`src/design/clkgen_regs_pkg.sv`:
```
// Package: register map, fields and encodings of the reference status and mute block
// Function
// - Status register bit 7 shows the secondary input rising-valid flag, read-only, reset 0.
// - Status register bit 6 shows the secondary input falling-valid flag, read-only, reset 0.
// - Status register bits 5 and 4 show primary rising and falling valid, read-only, reset 0.
// - Pin control bit 1 set makes status pin B open drain, cleared gives push-pull, reset 0.
// - Pin control bit 0 set makes status pin A open drain, read-write, reset 0.
// - Pin control bits 5 and 4 turn on spike limiting for status pins B and A.
// - Mute level bits 7 to 6 hold the channel 3 muted drive code, read-write, reset 1.
// - Code 0 bypasses muting; code 1 gives common mode, or P normal and N low single-ended.
// - Code 2 forces high, or P low and N normal; code 3 gives P rail N ground, or both low.
// - The code only shapes the muted drive; the separate mute bit decides muting.
`default_nettype none
package clkgen_regs_pkg;
  localparam int ADDR_W = 8;
  localparam int DATA_W = 32;
  localparam int STRB_W = DATA_W / 8;
  // Register indices; the byte address is four times the index
  localparam logic [5:0] IDX_SLEW_STATUS = 6'h12;
  localparam logic [5:0] IDX_STAT_PIN_CTL = 6'h13;
  localparam logic [5:0] IDX_MUTE_LEVEL = 6'h14;
  localparam logic [5:0] IDX_CHAN_CTL = 6'h15;
  // Slew status fields
  localparam int SEC_RISE_BIT = 7;
  localparam int SEC_FALL_BIT = 6;
  localparam int PRI_RISE_BIT = 5;
  localparam int PRI_FALL_BIT = 4;
  localparam logic [3:0] SLEW_STATUS_RESET = 4'h0;
  // Status pin control fields
  localparam int STAT_CTL_W = 6;
  localparam int B_SPIKE_BIT = 5;
  localparam int A_SPIKE_BIT = 4;
  localparam int B_OPEN_DRAIN_BIT = 1;
  localparam int A_OPEN_DRAIN_BIT = 0;
  localparam logic [5:0] STAT_CTL_RESET = 6'h00;
  // Mute level fields
  localparam int CH3_LVL_MSB = 7;
  localparam int CH3_LVL_LSB = 6;
  localparam logic [7:0] MUTE_LEVEL_RESET = 8'h55;
  localparam logic [1:0] MUTE_LVL_BYPASS = 2'h0;
  localparam logic [1:0] MUTE_LVL_SOFT = 2'h1;
  localparam logic [1:0] MUTE_LVL_HIGH = 2'h2;
  localparam logic [1:0] MUTE_LVL_RAIL = 2'h3;
  // Channel control fields
  localparam int CHAN3_MUTE_BIT = 0;
  localparam int CHAN3_SE_BIT = 1;
  localparam logic [1:0] CHAN_CTL_RESET = 2'h0;
  // Bus answers
  localparam logic [1:0] RESP_OKAY = 2'h0;
  localparam logic [1:0] RESP_SLVERR = 2'h2;

  typedef enum logic [1:0] {
    WR_IDLE = 2'h0,
    WR_ADDR = 2'h1,
    WR_RESP = 2'h3,
    WR_DATA = 2'h2
  } wr_state_type;

  typedef enum logic {
    RD_IDLE = 1'h0,
    RD_DATA = 1'h1
  } rd_state_type;

  typedef enum logic [2:0] {
    LEG_NORMAL = 3'h0,
    LEG_LOW = 3'h1,
    LEG_HIGH = 3'h3,
    LEG_VCM = 3'h2,
    LEG_RAIL = 3'h6
  } leg_drive_type;

  function automatic logic addr_is(input logic [ADDR_W-1:0] addr, input logic [5:0] idx);
    return addr == {idx, 2'h0};
  endfunction
endpackage
`default_nettype wire

```
`src/design/chan_mute_drv.sv`:
```
// Output channel leg control under mute for differential and single-ended drivers
`timescale 1ns/100ps
`default_nettype none
module chan_mute_drv (
  // Clock and reset
  input wire logic clk,
  input wire logic nrst,
  // Control
  input wire logic mute_on,
  input wire logic [1:0] muted_drive_sel,
  input wire logic single_ended,
  // Clock source legs
  input wire logic src_p,
  input wire logic src_n,
  // Driver
  output logic out_p,
  output logic out_n,
  output clkgen_regs_pkg::leg_drive_type p_drive,
  output clkgen_regs_pkg::leg_drive_type n_drive
);
  import clkgen_regs_pkg::*;

  leg_drive_type p_next;
  leg_drive_type n_next;

  function automatic logic leg_level(input leg_drive_type drive, input logic src);
    case (drive)
      LEG_NORMAL: return src;
      LEG_HIGH, LEG_RAIL: return 1'h1;
      default: return 1'h0;
    endcase
  endfunction

  always_comb begin
    p_next = LEG_NORMAL;
    n_next = LEG_NORMAL;
    if (mute_on) begin
      case (muted_drive_sel)
        MUTE_LVL_SOFT: begin
          p_next = single_ended ? LEG_NORMAL : LEG_VCM;
          n_next = single_ended ? LEG_LOW : LEG_VCM;
        end
        MUTE_LVL_HIGH: begin
          p_next = single_ended ? LEG_LOW : LEG_HIGH;
          n_next = single_ended ? LEG_NORMAL : LEG_LOW;
        end
        MUTE_LVL_RAIL: begin
          p_next = single_ended ? LEG_LOW : LEG_RAIL;
          n_next = LEG_LOW;
        end
        default: begin
          p_next = LEG_NORMAL;
          n_next = LEG_NORMAL;
        end
      endcase
    end
  end

  always_ff @(posedge clk) begin
    if (!nrst) begin
      p_drive <= LEG_NORMAL;
      n_drive <= LEG_NORMAL;
    end else begin
      p_drive <= p_next;
      n_drive <= n_next;
    end
  end

  always_ff @(posedge clk) begin
    if (!nrst) begin
      out_p <= 1'h0;
      out_n <= 1'h0;
    end else begin
      out_p <= leg_level(p_next, src_p);
      out_n <= leg_level(n_next, src_n);
    end
  end
endmodule // chan_mute_drv
`default_nettype wire

```
`src/design/ref_status_and_mute_level_regs.sv`:
```
// Register bank slice: input slew status, status pin drivers, channel 3 mute level
//
// Register access over AXI4-Lite was decided locally.
`timescale 1ns/100ps
`default_nettype none
module ref_status_and_mute_level_regs (
  // Clock and reset
  input wire logic clk,
  input wire logic nrst,
  // AXI4-Lite write address
  input wire logic [clkgen_regs_pkg::ADDR_W-1:0] s_axi_awaddr,
  input wire logic s_axi_awvalid,
  output logic s_axi_awready,
  // AXI4-Lite write data
  input wire logic [clkgen_regs_pkg::DATA_W-1:0] s_axi_wdata,
  input wire logic [clkgen_regs_pkg::STRB_W-1:0] s_axi_wstrb,
  input wire logic s_axi_wvalid,
  output logic s_axi_wready,
  // AXI4-Lite write response
  output logic [1:0] s_axi_bresp,
  output logic s_axi_bvalid,
  input wire logic s_axi_bready,
  // AXI4-Lite read address
  input wire logic [clkgen_regs_pkg::ADDR_W-1:0] s_axi_araddr,
  input wire logic s_axi_arvalid,
  output logic s_axi_arready,
  // AXI4-Lite read data
  output logic [clkgen_regs_pkg::DATA_W-1:0] s_axi_rdata,
  output logic [1:0] s_axi_rresp,
  output logic s_axi_rvalid,
  input wire logic s_axi_rready,
  // Slew rate detector flags, asynchronous
  input wire logic sec_in_rising_ok,
  input wire logic sec_in_falling_ok,
  input wire logic pri_in_rising_ok,
  input wire logic pri_in_falling_ok,
  // Status pin sources
  input wire logic status_a_src,
  input wire logic status_b_src,
  // Status pin A pad
  output logic status_pin_a_out,
  output logic status_pin_a_oe_n,
  output logic status_a_spike_limit,
  // Status pin B pad
  output logic status_pin_b_out,
  output logic status_pin_b_oe_n,
  output logic status_b_spike_limit,
  // Channel 3 driver
  input wire logic chan3_src_p,
  input wire logic chan3_src_n,
  output logic chan3_out_p,
  output logic chan3_out_n,
  output clkgen_regs_pkg::leg_drive_type chan3_p_drive,
  output clkgen_regs_pkg::leg_drive_type chan3_n_drive
);
  import clkgen_regs_pkg::*;

  wr_state_type wr_state_reg;
  wr_state_type wr_state_next;
  rd_state_type rd_state_reg;
  logic [ADDR_W-1:0] awaddr_reg;
  logic [7:0] wdata_reg;
  logic wlane_reg;
  logic [1:0] bresp_reg;
  logic [DATA_W-1:0] rdata_reg;
  logic [1:0] rresp_reg;
  logic aw_take;
  logic w_take;
  logic ar_take;
  logic wr_commit;
  logic [ADDR_W-1:0] wr_addr;
  logic [7:0] wr_byte;
  logic wr_lane0;
  logic wr_mapped;
  logic [DATA_W-1:0] rd_word;
  logic rd_hit;
  logic [SEC_RISE_BIT:PRI_FALL_BIT] slew_pins;
  logic [SEC_RISE_BIT:PRI_FALL_BIT] sync1_reg;
  logic [SEC_RISE_BIT:PRI_FALL_BIT] sync2_reg;
  logic [SEC_RISE_BIT:PRI_FALL_BIT] sync3_reg;
  logic [SEC_RISE_BIT:PRI_FALL_BIT] slew_stat_reg;
  logic [SEC_RISE_BIT:PRI_FALL_BIT] slew_stat_next;
  logic [STAT_CTL_W-1:0] stat_ctl_reg;
  logic [7:0] mute_level_reg;
  logic [1:0] chan_ctl_reg;
  logic [1:0] chan3_muted_drive_sel;
  logic chan3_mute_on;

  // Write channel handshakes
  assign s_axi_awready = (wr_state_reg == WR_IDLE) || (wr_state_reg == WR_DATA);
  assign s_axi_wready = (wr_state_reg == WR_IDLE) || (wr_state_reg == WR_ADDR);
  assign s_axi_bvalid = (wr_state_reg == WR_RESP);
  assign s_axi_bresp = bresp_reg;
  assign aw_take = s_axi_awvalid && s_axi_awready;
  assign w_take = s_axi_wvalid && s_axi_wready;

  always_comb begin
    wr_state_next = wr_state_reg;
    case (wr_state_reg)
      WR_IDLE: begin
        if (aw_take && w_take) begin
          wr_state_next = WR_RESP;
        end else if (aw_take) begin
          wr_state_next = WR_ADDR;
        end else if (w_take) begin
          wr_state_next = WR_DATA;
        end
      end
      WR_ADDR: begin
        if (w_take) begin
          wr_state_next = WR_RESP;
        end
      end
      WR_DATA: begin
        if (aw_take) begin
          wr_state_next = WR_RESP;
        end
      end
      WR_RESP: begin
        if (s_axi_bready) begin
          wr_state_next = WR_IDLE;
        end
      end
      default: wr_state_next = WR_IDLE;
    endcase
  end

  always_ff @(posedge clk) begin
    if (!nrst) begin
      wr_state_reg <= WR_IDLE;
    end else begin
      wr_state_reg <= wr_state_next;
    end
  end

  // Hold whichever half arrived first
  always_ff @(posedge clk) begin
    if (!nrst) begin
      awaddr_reg <= '0;
      wdata_reg <= 8'h00;
      wlane_reg <= 1'h0;
    end else begin
      if (aw_take) begin
        awaddr_reg <= s_axi_awaddr;
      end
      if (w_take) begin
        wdata_reg <= s_axi_wdata[7:0];
        wlane_reg <= s_axi_wstrb[0];
      end
    end
  end

  assign wr_commit = (wr_state_next == WR_RESP) && (wr_state_reg != WR_RESP);
  assign wr_addr = (wr_state_reg == WR_ADDR) ? awaddr_reg : s_axi_awaddr;
  assign wr_byte = (wr_state_reg == WR_DATA) ? wdata_reg : s_axi_wdata[7:0];
  assign wr_lane0 = (wr_state_reg == WR_DATA) ? wlane_reg : s_axi_wstrb[0];
  assign wr_mapped = addr_is(wr_addr, IDX_SLEW_STATUS) || addr_is(wr_addr, IDX_STAT_PIN_CTL) ||
                     addr_is(wr_addr, IDX_MUTE_LEVEL) || addr_is(wr_addr, IDX_CHAN_CTL);

  always_ff @(posedge clk) begin
    if (!nrst) begin
      bresp_reg <= RESP_OKAY;
    end else if (wr_commit) begin
      bresp_reg <= wr_mapped ? RESP_OKAY : RESP_SLVERR;
    end
  end

  // Writable registers; the slew status ignores writes
  always_ff @(posedge clk) begin
    if (!nrst) begin
      stat_ctl_reg <= STAT_CTL_RESET;
    end else if (wr_commit && wr_lane0 && addr_is(wr_addr, IDX_STAT_PIN_CTL)) begin
      stat_ctl_reg <= wr_byte[STAT_CTL_W-1:0];
    end
  end

  always_ff @(posedge clk) begin
    if (!nrst) begin
      mute_level_reg <= MUTE_LEVEL_RESET;
    end else if (wr_commit && wr_lane0 && addr_is(wr_addr, IDX_MUTE_LEVEL)) begin
      mute_level_reg <= wr_byte;
    end
  end

  always_ff @(posedge clk) begin
    if (!nrst) begin
      chan_ctl_reg <= CHAN_CTL_RESET;
    end else if (wr_commit && wr_lane0 && addr_is(wr_addr, IDX_CHAN_CTL)) begin
      chan_ctl_reg <= wr_byte[1:0];
    end
  end

  // Read channel
  assign s_axi_arready = (rd_state_reg == RD_IDLE);
  assign s_axi_rvalid = (rd_state_reg == RD_DATA);
  assign s_axi_rdata = rdata_reg;
  assign s_axi_rresp = rresp_reg;
  assign ar_take = s_axi_arvalid && s_axi_arready;

  always_comb begin
    rd_word = '0;
    rd_hit = 1'h1;
    if (addr_is(s_axi_araddr, IDX_SLEW_STATUS)) begin
      rd_word[SEC_RISE_BIT:PRI_FALL_BIT] = slew_stat_reg;
    end else if (addr_is(s_axi_araddr, IDX_STAT_PIN_CTL)) begin
      rd_word[STAT_CTL_W-1:0] = stat_ctl_reg;
    end else if (addr_is(s_axi_araddr, IDX_MUTE_LEVEL)) begin
      rd_word[7:0] = mute_level_reg;
    end else if (addr_is(s_axi_araddr, IDX_CHAN_CTL)) begin
      rd_word[1:0] = chan_ctl_reg;
    end else begin
      rd_hit = 1'h0;
    end
  end

  always_ff @(posedge clk) begin
    if (!nrst) begin
      rd_state_reg <= RD_IDLE;
    end else if (ar_take) begin
      rd_state_reg <= RD_DATA;
    end else if (s_axi_rready) begin
      rd_state_reg <= RD_IDLE;
    end
  end

  always_ff @(posedge clk) begin
    if (!nrst) begin
      rdata_reg <= '0;
      rresp_reg <= RESP_OKAY;
    end else if (ar_take) begin
      rdata_reg <= rd_word;
      rresp_reg <= rd_hit ? RESP_OKAY : RESP_SLVERR;
    end
  end

  // Slew flags cross in; a bit moves once the last two stages agree
  assign slew_pins = {sec_in_rising_ok, sec_in_falling_ok, pri_in_rising_ok, pri_in_falling_ok};

  always_ff @(posedge clk) begin
    if (!nrst) begin
      sync1_reg <= SLEW_STATUS_RESET;
      sync2_reg <= SLEW_STATUS_RESET;
      sync3_reg <= SLEW_STATUS_RESET;
    end else begin
      sync1_reg <= slew_pins;
      sync2_reg <= sync1_reg;
      sync3_reg <= sync2_reg;
    end
  end

  assign slew_stat_next = (~(sync2_reg ^ sync3_reg) & sync3_reg) |
                          ((sync2_reg ^ sync3_reg) & slew_stat_reg);

  always_ff @(posedge clk) begin
    if (!nrst) begin
      slew_stat_reg <= SLEW_STATUS_RESET;
    end else begin
      slew_stat_reg <= slew_stat_next;
    end
  end

  // Status pin drivers
  status_pin_drv u_status_a (
    .clk(clk),
    .nrst(nrst),
    .src(status_a_src),
    .open_drain_en(stat_ctl_reg[A_OPEN_DRAIN_BIT]),
    .spike_limit(stat_ctl_reg[A_SPIKE_BIT]),
    .pin_out(status_pin_a_out),
    .pin_oe_n(status_pin_a_oe_n),
    .pin_slow_edges(status_a_spike_limit)
  );

  status_pin_drv u_status_b (
    .clk(clk),
    .nrst(nrst),
    .src(status_b_src),
    .open_drain_en(stat_ctl_reg[B_OPEN_DRAIN_BIT]),
    .spike_limit(stat_ctl_reg[B_SPIKE_BIT]),
    .pin_out(status_pin_b_out),
    .pin_oe_n(status_pin_b_oe_n),
    .pin_slow_edges(status_b_spike_limit)
  );

  // Channel 3 driver; the level field only shapes a mute the mute bit asks for
  assign chan3_muted_drive_sel = mute_level_reg[CH3_LVL_MSB:CH3_LVL_LSB];
  assign chan3_mute_on = chan_ctl_reg[CHAN3_MUTE_BIT];

  chan_mute_drv u_chan3 (
    .clk(clk),
    .nrst(nrst),
    .mute_on(chan3_mute_on),
    .muted_drive_sel(chan3_muted_drive_sel),
    .single_ended(chan_ctl_reg[CHAN3_SE_BIT]),
    .src_p(chan3_src_p),
    .src_n(chan3_src_n),
    .out_p(chan3_out_p),
    .out_n(chan3_out_n),
    .p_drive(chan3_p_drive),
    .n_drive(chan3_n_drive)
  );
endmodule // ref_status_and_mute_level_regs
`default_nettype wire

```
`src/design/status_pin_drv.sv`:
```
// Status pin driver: push-pull or open drain with edge limiting control
`timescale 1ns/100ps
`default_nettype none
module status_pin_drv (
  // Clock and reset
  input wire logic clk,
  input wire logic nrst,
  // Control
  input wire logic src,
  input wire logic open_drain_en,
  input wire logic spike_limit,
  // Pad
  output logic pin_out,
  output logic pin_oe_n,
  output logic pin_slow_edges
);
  import clkgen_regs_pkg::*;

  // Open drain only pulls low; a high level releases the pad
  always_ff @(posedge clk) begin
    if (!nrst) begin
      pin_out <= 1'h0;
      pin_oe_n <= 1'h1;
    end else if (open_drain_en) begin
      pin_out <= 1'h0;
      pin_oe_n <= src;
    end else begin
      pin_out <= src;
      pin_oe_n <= 1'h0;
    end
  end

  always_ff @(posedge clk) begin
    if (!nrst) begin
      pin_slow_edges <= 1'h0;
    end else begin
      pin_slow_edges <= spike_limit;
    end
  end
endmodule // status_pin_drv
`default_nettype wire

```
`config.mk`:
```
export PLATFORM = sky130hd
export DESIGN_NAME = ref_status_and_mute_level_regs
export DESIGN_NICKNAME = d
export VERILOG_FILES = /design/src/design/clkgen_regs_pkg.sv /design/src/design/chan_mute_drv.sv /design/src/design/ref_status_and_mute_level_regs.sv /design/src/design/status_pin_drv.sv
export SDC_FILE = /design/constraint.sdc
export NUM_CORES = 1
export LEC_CHECK = 0
export ABC_AREA = 0
export BUFFER_PORTS_ARGS = -buffer_cell sky130_fd_sc_hd__clkbuf_2
export CORE_MARGIN = 3
export CORE_UTILIZATION = 49
export DETAILED_ROUTE_END_ITERATION = 8
export GPL_TIMING_DRIVEN = 0
export PLACE_DENSITY = 0.9
export SLEW_MARGIN = 0
export SYNTH_ARGS = -nofsm -noshare
export SYNTH_HDL_FRONTEND = slang
export SYNTH_SLANG_ARGS = --single-unit
export TNS_END_PERCENT = 10
```
`constraint.sdc`:
```
create_clock -name clk -period 2.1 [get_ports clk]
set_input_delay 0.105 -clock clk [delete_from_list [all_inputs] [get_ports clk]]
set_output_delay 0.105 -clock clk [all_outputs]
set_load 0.005 [all_outputs]
```
==> results.toml <==
[clock_tree]
cts_tree = "done"
clock_sinks = 75
path_clk_slew_ns = 0.08
cts_root_buf = "clkbuf_8"
cts_buffer_depth = 2
clock_latency_ns = 0.35
numCtsBuffers = 9
h-tree-depth = 3
postCtsSetupBuffers = 0

[layout]
layout_commonest_cell = "nand2_1"
n_antenna_cell = 0
fin_nets = 551
area_growth_pct = 24.8
seq_area_mm2 = 0.00150
drive_above_1_share_pct = 26.5
stdcell_count = 564
fill_cells = 542
multi_input_area_mm2 = 0.00159
final_cell_mix = "nand2_1 (80), dfxtp_1 (75), clkbuf_2 (66)"

[yosys]
yosysTopAreaCell = "dfxtp_1"
synth_mux_area_share_pct = 7.33
synthAdderAreaFrac_pct = 0.756
ys_seq_elements = 75
synth_cells = 372
yosysSeqAreaShare_pct = 45.4
yosys.area.top_type_share_pct = 45.4
syn_area_mm2 = 0.00331
yosysWarningCount = 0
synth-async-reset-ratio_pct = 0
synth.top_cells.by_area = "dfxtp_1 (45%), nand2_1 (9.1%), buf_4 (6.1%)"
synthSimpleGateAreaFrac_pct = 21.7
synth_top_family_by_area = "simple AND/OR/NAND/NOR gates"
ys.flop_type = "dfxtp_1"
syn_avg_cell_area_um2 = 8.90
synth-edff-count = 0
synth-compound-area-share_pct = 14.9
synth.distinct_cells = 47
synthXorXnorAreaFrac_pct = 0

[worst_setup_path]
critical_path_required_ns = 2.39
end_kind = "flop"
crit_type = "flop to flop"
cp-start-kind = "flop"
cp_slowest_cell = "or4b_4"
cp_data_arrival_time_ns = 2.29
max_stage_delay_ns = 0.53
crit_chain = "nand2b_4 -> buf_6 -> or4b_4 -> or3_4 -> a211o_1 -> a21boi_2"
worst-path-buf-inv = 1
cp_max_fo = 10
crit_family = "simple AND/OR/NAND/NOR gates"

[global_routing]
grt_pass1_wl_um = 12300
overflow = 0
grt_max_degree = 14
antenna_found_initial = 0
track_usage_pct = 20.5
grt_pass1_vias = 2849

[die]
dieArea_mm2 = 0.00778
core_mm2 = 0.00646
ios = 122
start_util_pct = 51.2
die_h_um = 88.2
rows = 29
chipWidth_um = 88.2

[timing]
fin_tns_setup_ns = 0
skew_ns = 0.00500
setup_violations = 0
grt_setup_unrepaired = "false"
worstMarginPinSlew_ns = 0.862
setup_ws_ns = 0.103
hold_viol = 0
period_minus_slack_ns = 2.00
slew_viol_final = 0
min_period_over_period_pct = 95.1
whs_ns = 0.00146
relSlewSlack_pct = 42.0
max_freq_mhz = 501

[power_and_ir_drop]
p_leak_nw = 1.92
pwr_density_cell_mw_per_mm2 = 731
vdd_drop_max_v = 0.000471

[placement]
gp_congestion = 0.876
placed_cells = 541
portBuffers = 66
place_hpwl_um = 5770
dp_worst_setup_slack_ns = 0.0714

[route]
viasPerCell = 5.08
first_pass_iters = 4
wl_per_cell_um = 13.7
drt-initial-drc-count = 143
ant_nets = 0
vias = 2865
drc = 0
drt_wl_total_um = 7750

[status]
outcome = "finished, final reports clean"

[hold_path]
hp-class = "primary input to flop"

[flow_run]
maxCapViolations = 0
per-layer routing:
metal,global-route usage [%],wire [µm],vias up
li1,-,-,1425
met1,22.9,3080,1339
met2,36.8,4020,83
met3,3.48,425,18
met4,11.4,216,0
met5,0,0,-
worst min-delay path, cell delays in order:
cell and delay [ns]:
clkbuf_2 0.09, nand2_1 0.04, a21boi_0 0.06
Yosys cell counts, drive strengths merged (2+ instances only):
library cell,instances
a211o,2
a21boi,26
a21o,2
a21oi,5
a22oi,7
a32oi,2
and2,21
buf,31
clkbuf,14
dfxtp,75
ha,2
inv,12
mux2,10
mux2i,13
nand2,80
nand2b,4
nand3,5
nand3b,2
nor2,8
nor2b,6
nor3,5
nor4b,2
nor4bb,3
o21ai,18
o22ai,2
area by class of cell:
class,count,area share (%)
well taps,77,2.33
inverters,12,1.09
repair buffers,74,9.93
flip-flops and latches,75,36.3
multi-input cells,266,38.4
plain buffers,44,6.69
clock inverters,6,2.12
clock buffers,10,3.09
metrics by stage:
step                      util [%]  power, mW  instance area (µm²)
after CTS                     63.9       3.03                 4130
final                         64.0       3.02                 4130
after detailed placement      59.4       1.82                 3830
after global routing          64.0       3.15                 4130
after global placement        59.4       1.81                 3830
after floorplan                  -       1.71                 3410
logic make-up after synthesis:
kind of cell | count (synthesis)
buffers and inverters | 57
AND/OR/NAND/NOR | 143
adder cells (fa/ha/maj) | 2
other | 1
flip-flops | 75
multiplexers | 23
AO/OA/AOI/OAI | 71
worst paths after layout:
kind | start | end | slack [ns] | cells past startpoint
worst max-delay path | s_axi_rvalid | s_axi_rdata[1] | 0.10 | 6
worst min-delay path | s_axi_wdata[3] | wdata_reg[3] | 0.001 | 3
worst max register to register | s_axi_rvalid | s_axi_rdata[1] | 0.10 | 6
worst min register to register | sync1_reg[6] | sync2_reg[6] | 0.44 | 1
power breakdown:
| group | switching (mW) | leakage [nW] | internal, mW | total [mW] |
|---|---|---|---|---|
| clock network | 0.540 | 0.111 | 0.674 | 1.21 |
| logic | 0.163 | 1.19 | 0.158 | 0.322 |
| registers | 0.0210 | 0.612 | 1.46 | 1.48 |
repair_timing:
item | CTS | global route
endpoints found under the hold margin | 11 | 0
gates resized for setup | 0 | 1
setup endpoints to repair | 0 | 3
hold buffers | 8 | 0
Note: power is estimated with default switching activity, not from simulation.
